File: src/phy_cfg_pkg.sv
// constants and types for the transceiver configuration register bank
// assumes a 32-bit AHB-Lite register bus and a 20 MHz clock
package phy_cfg_pkg;
  localparam logic [7:0]  cfg_reg_offset   = 8'h10;
  localparam int          bit_speed_led    = 6;
  localparam int          bit_duplex_led   = 5;
  localparam int          bit_auto_pwr     = 4;
  localparam int          bit_fsm_reset    = 3;
  localparam int          bit_preamble     = 2;
  localparam int          bit_sleep        = 1;
  localparam int          bit_loopback     = 0;
  localparam logic [15:0] cfg_reset_value  = 16'h0014;
  localparam logic [15:0] cfg_rw_mask      = 16'h007F;
  localparam int          fsm_reset_ns     = 200;
  localparam int          clk_period_ns    = 50;
  localparam int          fsm_reset_cycles = (fsm_reset_ns + clk_period_ns - 1) / clk_period_ns;
  localparam logic [1:0]  htrans_nonseq    = 2'h2;

  typedef struct packed {
    logic speed_led_select;
    logic duplex_led_function;
    logic auto_power_save_en;
    logic preamble_skip_en;
    logic sleep;
    logic remote_loopback_en;
  } cfg_t;

  typedef struct packed {
    logic link_up;
    logic speed_100;
    logic full_duplex;
    logic collision;
    logic rx_signal_present;
  } line_status_t;
endpackage

File: src/phy_specific_config_bits.sv
// lower control bits of the transceiver specific configuration register
// assumes one AHB-Lite master, line status inputs from other clock domains
`timescale 1ns/100ps
module phy_specific_config_bits
  import phy_cfg_pkg::*;
(
  input  wire logic                       clk,
  input  wire logic                       resetn,
  input  wire logic                       hsel,
  input  wire logic [31:0]                haddr,
  input  wire logic [1:0]                 htrans,
  input  wire logic                       hwrite,
  input  wire logic [2:0]                 hsize,
  input  wire logic [31:0]                hwdata,
  input  wire logic                       hready,
  output logic      [31:0]                hrdata,
  output logic                            hreadyout,
  output logic                            hresp,
  input  wire phy_cfg_pkg::line_status_t  line_status,
  input  wire logic                       line_idle,
  output logic                            speed_indicator_pin,
  output logic                            duplex_collision_pin,
  output logic                            reduced_power_down,
  output logic                            fsm_reset_active,
  output logic                            preamble_skip_en,
  output logic                            sleep_power_down,
  output logic                            remote_loopback_en
);
  import phy_cfg_pkg::*;

  cfg_t                    cfg;
  line_status_t            sync1;
  line_status_t            sync2;
  logic                    idle_s1;
  logic                    idle_s2;
  logic                    wr_pending;
  logic [2:0]              reset_count;
  logic                    sleep_prev;
  logic [15:0]             read_value;
  logic                    addr_hit;

  function automatic logic is_cfg_addr(input logic [31:0] a);
    is_cfg_addr = (a[7:0] == cfg_reg_offset) && (a[31:8] == 24'h000000);
  endfunction

  // a transfer is taken only when selected, bus ready and htrans is NONSEQ (SEQ is not taken)
  function automatic logic bus_take(input logic       sel,
                                    input logic       rdy,
                                    input logic [1:0] trans);
    bus_take = sel && rdy && (trans == htrans_nonseq);
  endfunction

  // address phase capture; slave always answers in zero wait states
  assign addr_hit = bus_take(hsel, hready, htrans) && is_cfg_addr(haddr);
  always_ff @(posedge clk or negedge resetn) begin
    if (!resetn) begin
      wr_pending <= 1'b0;
    end else begin
      wr_pending <= addr_hit && hwrite;
    end
  end

  // single register: no wait states and no error responses, ever
  always_ff @(posedge clk or negedge resetn) begin
    if (!resetn) begin
      hreadyout <= 1'b1;
      hresp     <= 1'b0;
    end else begin
      hreadyout <= 1'b1;
      hresp     <= 1'b0;
    end
  end

  // configuration bits survive sleep because sleep never touches them
  // the fsm reset bit is not stored here; it reads back from the counter
  always_ff @(posedge clk or negedge resetn) begin
    if (!resetn) begin
      cfg <= '{speed_led_select: cfg_reset_value[bit_speed_led],
               duplex_led_function: cfg_reset_value[bit_duplex_led],
               auto_power_save_en: cfg_reset_value[bit_auto_pwr],
               preamble_skip_en: cfg_reset_value[bit_preamble],
               sleep: cfg_reset_value[bit_sleep],
               remote_loopback_en: cfg_reset_value[bit_loopback]};
    end else if (wr_pending) begin
      cfg.speed_led_select    <= hwdata[bit_speed_led];
      cfg.duplex_led_function <= hwdata[bit_duplex_led];
      cfg.auto_power_save_en  <= hwdata[bit_auto_pwr];
      cfg.preamble_skip_en    <= hwdata[bit_preamble];
      cfg.sleep               <= hwdata[bit_sleep];
      cfg.remote_loopback_en  <= hwdata[bit_loopback];
    end
  end

  // state machine reset pulse: software write or wake from sleep
  // a new request while the count runs starts it again from the top
  always_ff @(posedge clk or negedge resetn) begin
    if (!resetn) begin
      sleep_prev  <= 1'b0;
      reset_count <= 3'h0;
    end else begin
      sleep_prev <= cfg.sleep;
      if (wr_pending && hwdata[bit_fsm_reset]) begin
        reset_count <= 3'(fsm_reset_cycles);
      end else if (sleep_prev && !cfg.sleep) begin
        reset_count <= 3'(fsm_reset_cycles);
      end else if (reset_count != 3'h0) begin
        reset_count <= reset_count - 3'h1;
      end
    end
  end

  // line status comes from other domains, two stages before use
  always_ff @(posedge clk or negedge resetn) begin
    if (!resetn) begin
      sync1 <= '0;
      sync2 <= '0;
    end else begin
      sync1 <= line_status;
      sync2 <= sync1;
    end
  end

  // idle flag synchronised on its own; only the second stage is read
  always_ff @(posedge clk or negedge resetn) begin
    if (!resetn) begin
      idle_s1 <= 1'b0;
      idle_s2 <= 1'b0;
    end else begin
      idle_s1 <= line_idle;
      idle_s2 <= idle_s1;
    end
  end

  // speed pin: link speed normally, detector level only in debug mode
  always_ff @(posedge clk or negedge resetn) begin
    if (!resetn) begin
      speed_indicator_pin <= 1'b0;
    end else if (cfg.speed_led_select) begin
      speed_indicator_pin <= sync2.rx_signal_present;
    end else begin
      speed_indicator_pin <= sync2.link_up && sync2.speed_100;
    end
  end

  // duplex pin: collision is folded in only when software asks for it
  always_ff @(posedge clk or negedge resetn) begin
    if (!resetn) begin
      duplex_collision_pin <= 1'b0;
    end else if (cfg.duplex_led_function) begin
      duplex_collision_pin <= sync2.full_duplex || sync2.collision;
    end else begin
      duplex_collision_pin <= sync2.full_duplex;
    end
  end

  // power down needs both the enable and a quiet line
  always_ff @(posedge clk or negedge resetn) begin
    if (!resetn) begin
      reduced_power_down <= 1'b0;
    end else begin
      reduced_power_down <= cfg.auto_power_save_en && idle_s2;
    end
  end

  // state machines are held in reset while the counter runs
  always_ff @(posedge clk or negedge resetn) begin
    if (!resetn) begin
      fsm_reset_active <= 1'b0;
    end else begin
      fsm_reset_active <= (reset_count != 3'h0);
    end
  end

  // loopback is held off while asleep; the stored bit itself is kept
  always_ff @(posedge clk or negedge resetn) begin
    if (!resetn) begin
      preamble_skip_en   <= cfg_reset_value[bit_preamble];
      sleep_power_down   <= cfg_reset_value[bit_sleep];
      remote_loopback_en <= cfg_reset_value[bit_loopback];
    end else begin
      preamble_skip_en   <= cfg.preamble_skip_en;
      sleep_power_down   <= cfg.sleep;
      remote_loopback_en <= cfg.remote_loopback_en && !cfg.sleep;
    end
  end

  // read data; fsm reset bit reads 1 until its reset has completed
  always_comb begin
    read_value                = 16'h0000;
    read_value[bit_speed_led] = cfg.speed_led_select;
    read_value[bit_duplex_led] = cfg.duplex_led_function;
    read_value[bit_auto_pwr]  = cfg.auto_power_save_en;
    read_value[bit_fsm_reset] = (reset_count != 3'h0);
    read_value[bit_preamble]  = cfg.preamble_skip_en;
    read_value[bit_sleep]     = cfg.sleep;
    read_value[bit_loopback]  = cfg.remote_loopback_en;
  end

  // read data registered at the address phase edge; unmapped reads zero
  // hsize is ignored: the register is always handed over as a whole word
  always_ff @(posedge clk or negedge resetn) begin
    if (!resetn) begin
      hrdata <= 32'h00000000;
    end else if (addr_hit && !hwrite) begin
      hrdata <= {16'h0000, read_value & cfg_rw_mask};
    end else if (bus_take(hsel, hready, htrans)) begin
      hrdata <= 32'h00000000;
    end
  end
endmodule

File: config.mk
export PLATFORM = sky130hd
export DESIGN_NAME = phy_specific_config_bits
export DESIGN_NICKNAME = d
export VERILOG_FILES = /design/src/phy_cfg_pkg.sv /design/src/phy_specific_config_bits.sv
export SDC_FILE = /design/constraint.sdc
export NUM_CORES = 1
export LEC_CHECK = 0
export ABC_AREA = 1
export BUFFER_PORTS_ARGS = -buffer_cell sky130_fd_sc_hd__buf_4
export CORE_MARGIN = 3
export CORE_UTILIZATION = 36
export CTS_CLUSTER_SIZE = 24
export DETAILED_ROUTE_END_ITERATION = 10
export PLACE_DENSITY = 0.8
export SLEW_MARGIN = 15
export SYNTH_ARGS = -nofsm -noshare
export SYNTH_HDL_FRONTEND = slang
export SYNTH_SLANG_ARGS = --single-unit
File: constraint.sdc
create_clock -name clk -period 0.9 [get_ports clk]
set_input_delay 0.18 -clock clk [delete_from_list [all_inputs] [get_ports clk]]
set_output_delay 0.18 -clock clk [all_outputs]
set_load 0.01 [all_outputs]
==> impl_metrics.ini, run 1 <==
[run_status]
run_status = finished, violations left
violated_checks = setup timing

[layout]
area_taken_by_multi_input_logic_gates_um2 = 643
finish.utilization_pct = 60.4
layout-drive-gt1-share_pct = 49.0
fillerInstances = 336
final_cell_mix = 61 x sky130_fd_sc_hd__buf_4, 32 x sky130_fd_sc_hd__dfrtp_1, 27 x sky130_fd_sc_hd__conb_1
insertedDiodeCount = 0
final_common_cell = sky130_fd_sc_hd__buf_4
synthToLayoutAreaGrowth_pct = 56.3
number_of_nets_in_the_layout = 334
final_design_area_no_fill_mm2 = 0.00250
layout.area.seq_um2 = 906

[timing]
grt_setup_unrepaired = yes
finalHoldViolations = 0
timing.setup.tns_ns = -1.76
layout_min_cycle_time_ns = 1.09
achievable-frequency_mhz = 918
final.setup.worst_slack_ns = -0.189
timing.final.max_slew_violations = 0
setup_viol = 23
finalCritPeriodShare_pct = 121
clock_skew_ns = 0.00444

[global_route]
grt_max_degree = 37
global_route_wire_length_before_repair_um = 5070
grt_antenna_before_repair = 0
grt-ovfl-total = 0
number_of_global_route_vias_before_repair = 1204
grt_use_total_pct = 12.8

[clocking]
ctsLongestPathBuffers = 2
cts_tree = yes
cts.root.buffer_cell = sky130_fd_sc_hd__clkbuf_8
clock_sinks = 36
number_of_levels_the_h_tree_was_split_into = 2
cts_inserted_buffers = 5
path_clk_slew_ns = 0.07
worstSkewPairLatency_ns = 0.29

[critical_path]
r2r_slack_ns = -0.10
rr_startpoint = reset_count[0]$_DFFE_PN0P_
critical_path.n_buffers_inverters = 1
crit_arrival_ns = 0.91
timing.critical_path.to_type = output pin
crit_chain = buf_6
cpMaxStageDelayCell = sky130_fd_sc_hd__dfstp_2
critical_path.max_stage_delay_ns = 0.53
crit_path_start_kind = register
r2r-end = reset_count[1]$_DFFE_PN0P_
timing.critical_path.max_delay_family = flip-flops
worst-setup-path-type = register to output pin
required_ns = 0.72
worst-r2r-cell-count = 6
crit_path_max_fanout = 1

[logic_synthesis]
netlist.area_leader.share_pct = 51.6
syn_area_mm2 = 0.00160
synthTopCellsByArea = sky130_fd_sc_hd__dfrtp_1 52%, sky130_fd_sc_hd__buf_4 13%, sky130_fd_sc_hd__nand2_1 7.5%
postSynthRegisterBits = 36
synth_largest_area_cell = sky130_fd_sc_hd__dfrtp_1
synthesis.instances = 160
synthesis.yosys.warnings = 0
part_of_the_yosys_area_used_for_sequential_elements_pct = 56.5
post_synth.cell_area_avg_um2 = 10.0
ys_types = 21

[power_and_ir_drop]
power_frac_clock_pct = 34.9
pwr_density_cell_mw_per_mm2 = 1240
p_int_mw = 2.39
power_frac_comb_pct = 11.5
net_load_switching_power_uw = 714
pwr-share-seq_pct = 53.6
ir_worst_vdd_mv = 0.987
p_leak_nw = 1.31
power_switching_share_pct = 23.0

[place]
place.detailed.hpwl_um = 2490
placed_cell_area_mm2 = 0.00209
place.gp.congestion = 0.688
portBuffers = 65

[floorplan]
design.die.area_mm2 = 0.00529
design.core.area_mm2 = 0.00414
num_io_pins = 121
placementRows = 23
floorplan.die.height_um = 72.7
initial_utilization_pct = 38.6
die-width_um = 72.7

[drt]
route.detailed.wl_per_inst_um = 11.6
ant_nets = 0
post_detailed_routing_wire_length_um = 3520
dr_total_vias = 1287
remaining_drc_errors = 0
drt_pass1_iterations = 4
route.detailed.vias_per_inst = 4.25
first_iter_violations = 46

[hold_path]
hold_path.class = input pin to register
hold-path-endpoint = cfg[5]$_DFFE_PN0P_
min_from = hwdata[6]
number_of_cells_traversed_by_the_worst_hold_path = 3

[run]
max_capacitance_violation_total = 0
-- power by group through the flow --
stage               clock network (mW)  registers (mW)  logic, mW
finish                            1.08            1.66      0.358
global placement                     0            1.69      0.303
floorplan                            0            1.69      0.175
detailed placement                   0            1.69      0.308
global route                      1.20            1.66      0.393
CTS                               1.11            1.66      0.335
-- Yosys cell counts (all sizes together) --
| cell type | n |
|---|---|
| conb | 2 |
| dfstp | 3 |
| nand2 | 32 |
| xnor2 | 1 |
| mux2 | 3 |
| ha | 2 |
| a22oi | 1 |
| a21oi | 2 |
| nor2 | 21 |
| and2 | 1 |
| nand4 | 9 |
| buf | 28 |
| nand3 | 1 |
| inv | 15 |
| o21ai | 5 |
| a21o | 1 |
| dfrtp | 33 |
-- state kept, by name, indices dropped and copies added (netlist names) --
| register | count |
|---|---|
| hrdata | 7 |
| cfg | 6 |
| sync1 | 5 |
| sync2 | 5 |
| reset_count | 3 |
| duplex_collision_pin | 1 |
| fsm_reset_active | 1 |
| idle_s1 | 1 |
| idle_s2 | 1 |
| preamble_skip_en | 1 |
| reduced_power_down | 1 |
| remote_loopback_en | 1 |
| sleep_power_down | 1 |
| speed_indicator_pin | 1 |
| wr_pending | 1 |
-- worst max-delay path by stage --
stage	from	end	slack (ns)	cells after the start
floorplan	wr_pending$_DFF_PN0_	reset_count[0]$_DFFE_PN0P_	-0.02	4
global placement	haddr[11]	hrdata[0]$_DFFE_PN0P_	-0.22	8
detailed placement	haddr[11]	hrdata[3]$_DFFE_PN0P_	-0.26	8
CTS	preamble_skip_en$_DFF_PN1_	preamble_skip_en	-0.20	1
global route	preamble_skip_en$_DFF_PN1_	preamble_skip_en	-0.22	1
finish	preamble_skip_en$_DFF_PN1_	preamble_skip_en	-0.19	1
-- through the flow --
step	instances	hold WS [ns]	setup slack, ns	total power [mW]
2_1_floorplan	185	-0.116	-0.0174	1.86
3_3_place_gp	276	0.151	-0.223	1.99
3_5_place_dp	276	0.159	-0.263	2.00
4_1_cts	296	0.0896	-0.205	3.11
5_1_grt	303	0.0924	-0.216	3.26
6_report	303	0.108	-0.189	3.10
-- layout make-up --
class	instances	share of cell area, %
multi-input cells	106	25.7
repair buffers	88	30.1
flip-flops and latches	36	36.2
clock inverters	1	0.200
inverters	15	2.25
clock buffers	7	3.05
well taps	50	2.50
-- per-layer routing --
metal	wire (um)	track usage [%]
met1	1210	13.7
met2	1780	21.3
met3	469	5.79
met4	59	6.15
met5	0	0
-- cell families (layout without fill, tap and decap cells) --
kind of cell	Yosys count	count (layout)	synth area share [%]
AND/OR/NAND/NOR	64	64	18.9
buffers and inverters	43	111	16.5
flip-flops	36	36	56.5
AO/OA/AOI/OAI	9	9	3.44
multiplexers	3	3	2.11
adder cells (fa/ha/maj)	2	2	1.56
other	2	27	0.469
XOR/XNOR	1	1	0.547
-- what timing repair did --
item / CTS / global route
hold endpoints to repair: 39 / 0
pin swaps: 1 / 16
setup buffers: 5 / 7
hold buffers: 7 / 0
gates cloned: 0 / 0
resized for setup: 20 / 33
setup endpoints to repair: 24 / 30
(Power assumes the default switching activity.)
==> run 2, diff against run 1 <==
--- a/config.mk
+++ b/config.mk
@@ -7,6 +7,7 @@
 export LEC_CHECK = 0
 export ABC_AREA = 1
 export BUFFER_PORTS_ARGS = -buffer_cell sky130_fd_sc_hd__buf_4
+export CORE_ASPECT_RATIO = 1.1
 export CORE_MARGIN = 3
 export CORE_UTILIZATION = 36
 export CTS_CLUSTER_SIZE = 24
==> run 2 against run 1 <==
Against the previous run: the flow still finishes with violations (setup timing); clock power rose by 6%; die area hardly changed; sequential share of layout area is 0.29 points lower; via count up 1.8%; design area up 0.80%; sequential cell count unchanged; total power up 1.8%.
==> impl_metrics.ini, run 2 (synthesized netlist as in run 1, its figures left out) <==
[drt]
post_detailed_routing_wire_length_um = 3700
dr_total_vias = 1310
first_iter_violations = 42
ant_nets = 0
route.detailed.wl_per_inst_um = 12.1
drt_pass1_iterations = 4
route.detailed.vias_per_inst = 4.30
remaining_drc_errors = 0

[place]
portBuffers = 65
place.gp.congestion = 0.738
place.detailed.hpwl_um = 2590

[critical_path]
crit_path_max_fanout = 1
crit_arrival_ns = 0.91
crit_chain = buf_6
worst-setup-path-type = register to output pin
timing.critical_path.max_delay_family = flip-flops
required_ns = 0.72
timing.critical_path.to_type = output pin
critical_path.max_stage_delay_ns = 0.53
crit_path_start_kind = register
critical_path.n_buffers_inverters = 1
cpMaxStageDelayCell = sky130_fd_sc_hd__dfstp_2

[layout]
final_common_cell = sky130_fd_sc_hd__buf_4
number_of_nets_in_the_layout = 334
final_cell_mix = 57 x sky130_fd_sc_hd__buf_4, 32 x sky130_fd_sc_hd__dfrtp_1, 27 x sky130_fd_sc_hd__conb_1
largest_reg_flops = 7
fillerInstances = 333
synthToLayoutAreaGrowth_pct = 57.5
finish.utilization_pct = 61.3
layout-drive-gt1-share_pct = 46.6
insertedDiodeCount = 0
top_register = hrdata
layout_top_registers = hrdata: 7 flops, cfg: 6 flops

[timing]
timing.final.max_slew_violations = 0
timing.hold.ws_ns = 0.117
timing.setup.tns_ns = -1.81
setup_viol = 25
clock_skew_ns = 0.00485
layout_min_cycle_time_ns = 1.09
finalHoldViolations = 0
achievable-frequency_mhz = 920
finalCritPeriodShare_pct = 121
grt_setup_unrepaired = yes
final.setup.worst_slack_ns = -0.187

[floorplan]
placementRows = 24
num_io_pins = 121
die-width_um = 69.6
design.core.area_mm2 = 0.00411
floorplan.die.height_um = 76.0
design.die.area_mm2 = 0.00529
initial_utilization_pct = 38.9

[hold_path]
hold_path.class = input pin to register

[clocking]
number_of_levels_the_h_tree_was_split_into = 2
cts.root.buffer_cell = sky130_fd_sc_hd__clkbuf_8
clock_sinks = 36
cts_inserted_buffers = 5
path_clk_slew_ns = 0.07
cts_tree = yes
worstSkewPairLatency_ns = 0.28
ctsLongestPathBuffers = 2

[power_and_ir_drop]
ir_worst_vdd_mv = 1.17
pwr_density_cell_mw_per_mm2 = 1250
p_leak_nw = 1.33

[global_route]
globalRouteMet3Util_pct = 7.80
gr-usage-met2_pct = 26.3
grt_max_degree = 37
grt_use_total_pct = 14.5
grt_antenna_before_repair = 0
grtUsageMet1_pct = 13.8
number_of_global_route_vias_before_repair = 1370
grt-ovfl-total = 0
global_route_wire_length_before_repair_um = 6160
grt_busiest_layer = met2

[run_status]
run_status = finished, violations left
violated_checks = setup timing

[run]
max_capacitance_violation_total = 0
## run 2: cell count changes in the layout (fill, tap and decap cells not counted), sizes merged
| cell | previous run | this run |
|---|---|---|
| clkbuf | 7 | 6 |
| clkinv | 1 | 2 |
## run 2: layer usage
layer	wire length [um]	vias up	share of wire, %
met5	0	-	0
met4	31	0	0.84
met3	485	5	13
met2	1950	76	53
met1	1240	604	34
li1	-	625	-
## run 2: worst paths after layout
kind	start	endpoint	slack, ns	depth (start not counted)
worst max-delay path	preamble_skip_en$_DFF_PN1_	preamble_skip_en	-0.19	1
worst min-delay path	hwdata[1]	cfg[1]$_DFFE_PN0P_	0.12	3
worst max register to register	reset_count[0]$_DFFE_PN0P_	reset_count[2]$_DFFE_PN0P_	-0.13	5
worst min register to register	sync1[2]$_DFF_PN0_	sync2[2]$_DFF_PN0_	0.35	0
max in group asynchronous	resetn	cfg[3]$_DFFE_PN1P_	0.17	2
min in group asynchronous	resetn	idle_s1$_DFF_PN0_	0.38	2
## run 2: repair_timing
action | CTS | global route
pin swaps | 3 | 19
gates resized for setup | 22 | 26
setup buffers | 7 | 4
hold buffers | 6 | 1
endpoints found under the setup margin | 24 | 25
hold endpoints to repair | 38 | 1
## run 2: tightest hold or removal path: stages
cell and delay [ns]:
sky130_fd_sc_hd__buf_4 0.08, sky130_fd_sc_hd__nand2_2 0.04, sky130_fd_sc_hd__o21ai_1 0.06
## run 2: power breakdown
group | internal (mW) | leakage [nW] | switching, mW | total (mW)
registers | 1.65 | 0.437 | 0.00911 | 1.66
clock network | 0.610 | 0.0510 | 0.530 | 1.14
logic | 0.195 | 0.845 | 0.161 | 0.356
total | 2.46 | 1.33 | 0.700 | 3.16
## run 2: cell type report
class	instances	area (um^2)	area share, %
Clock buffer	6	82.6	3.27
Clock inverter	2	10.0	0.397
Inverter	15	56.3	2.23
Multi-Input combinational cell	106	622	24.7
Sequential cell	36	906	35.9
Tap cell	52	65.1	2.58
Timing Repair Buffer	88	781	31.0
## run 2: metrics by stage
stage                     instances  instance area, um^2  power (mW)  worst slack [ns]
after floorplan                 185                 1720        1.86           -0.0174
after global placement          279                 2100        1.99            -0.158
after detailed placement        279                 2100        2.00            -0.203
after CTS                       300                 2380        3.18            -0.205
after global routing            305                 2520        3.32            -0.226
final                           305                 2520        3.16            -0.187
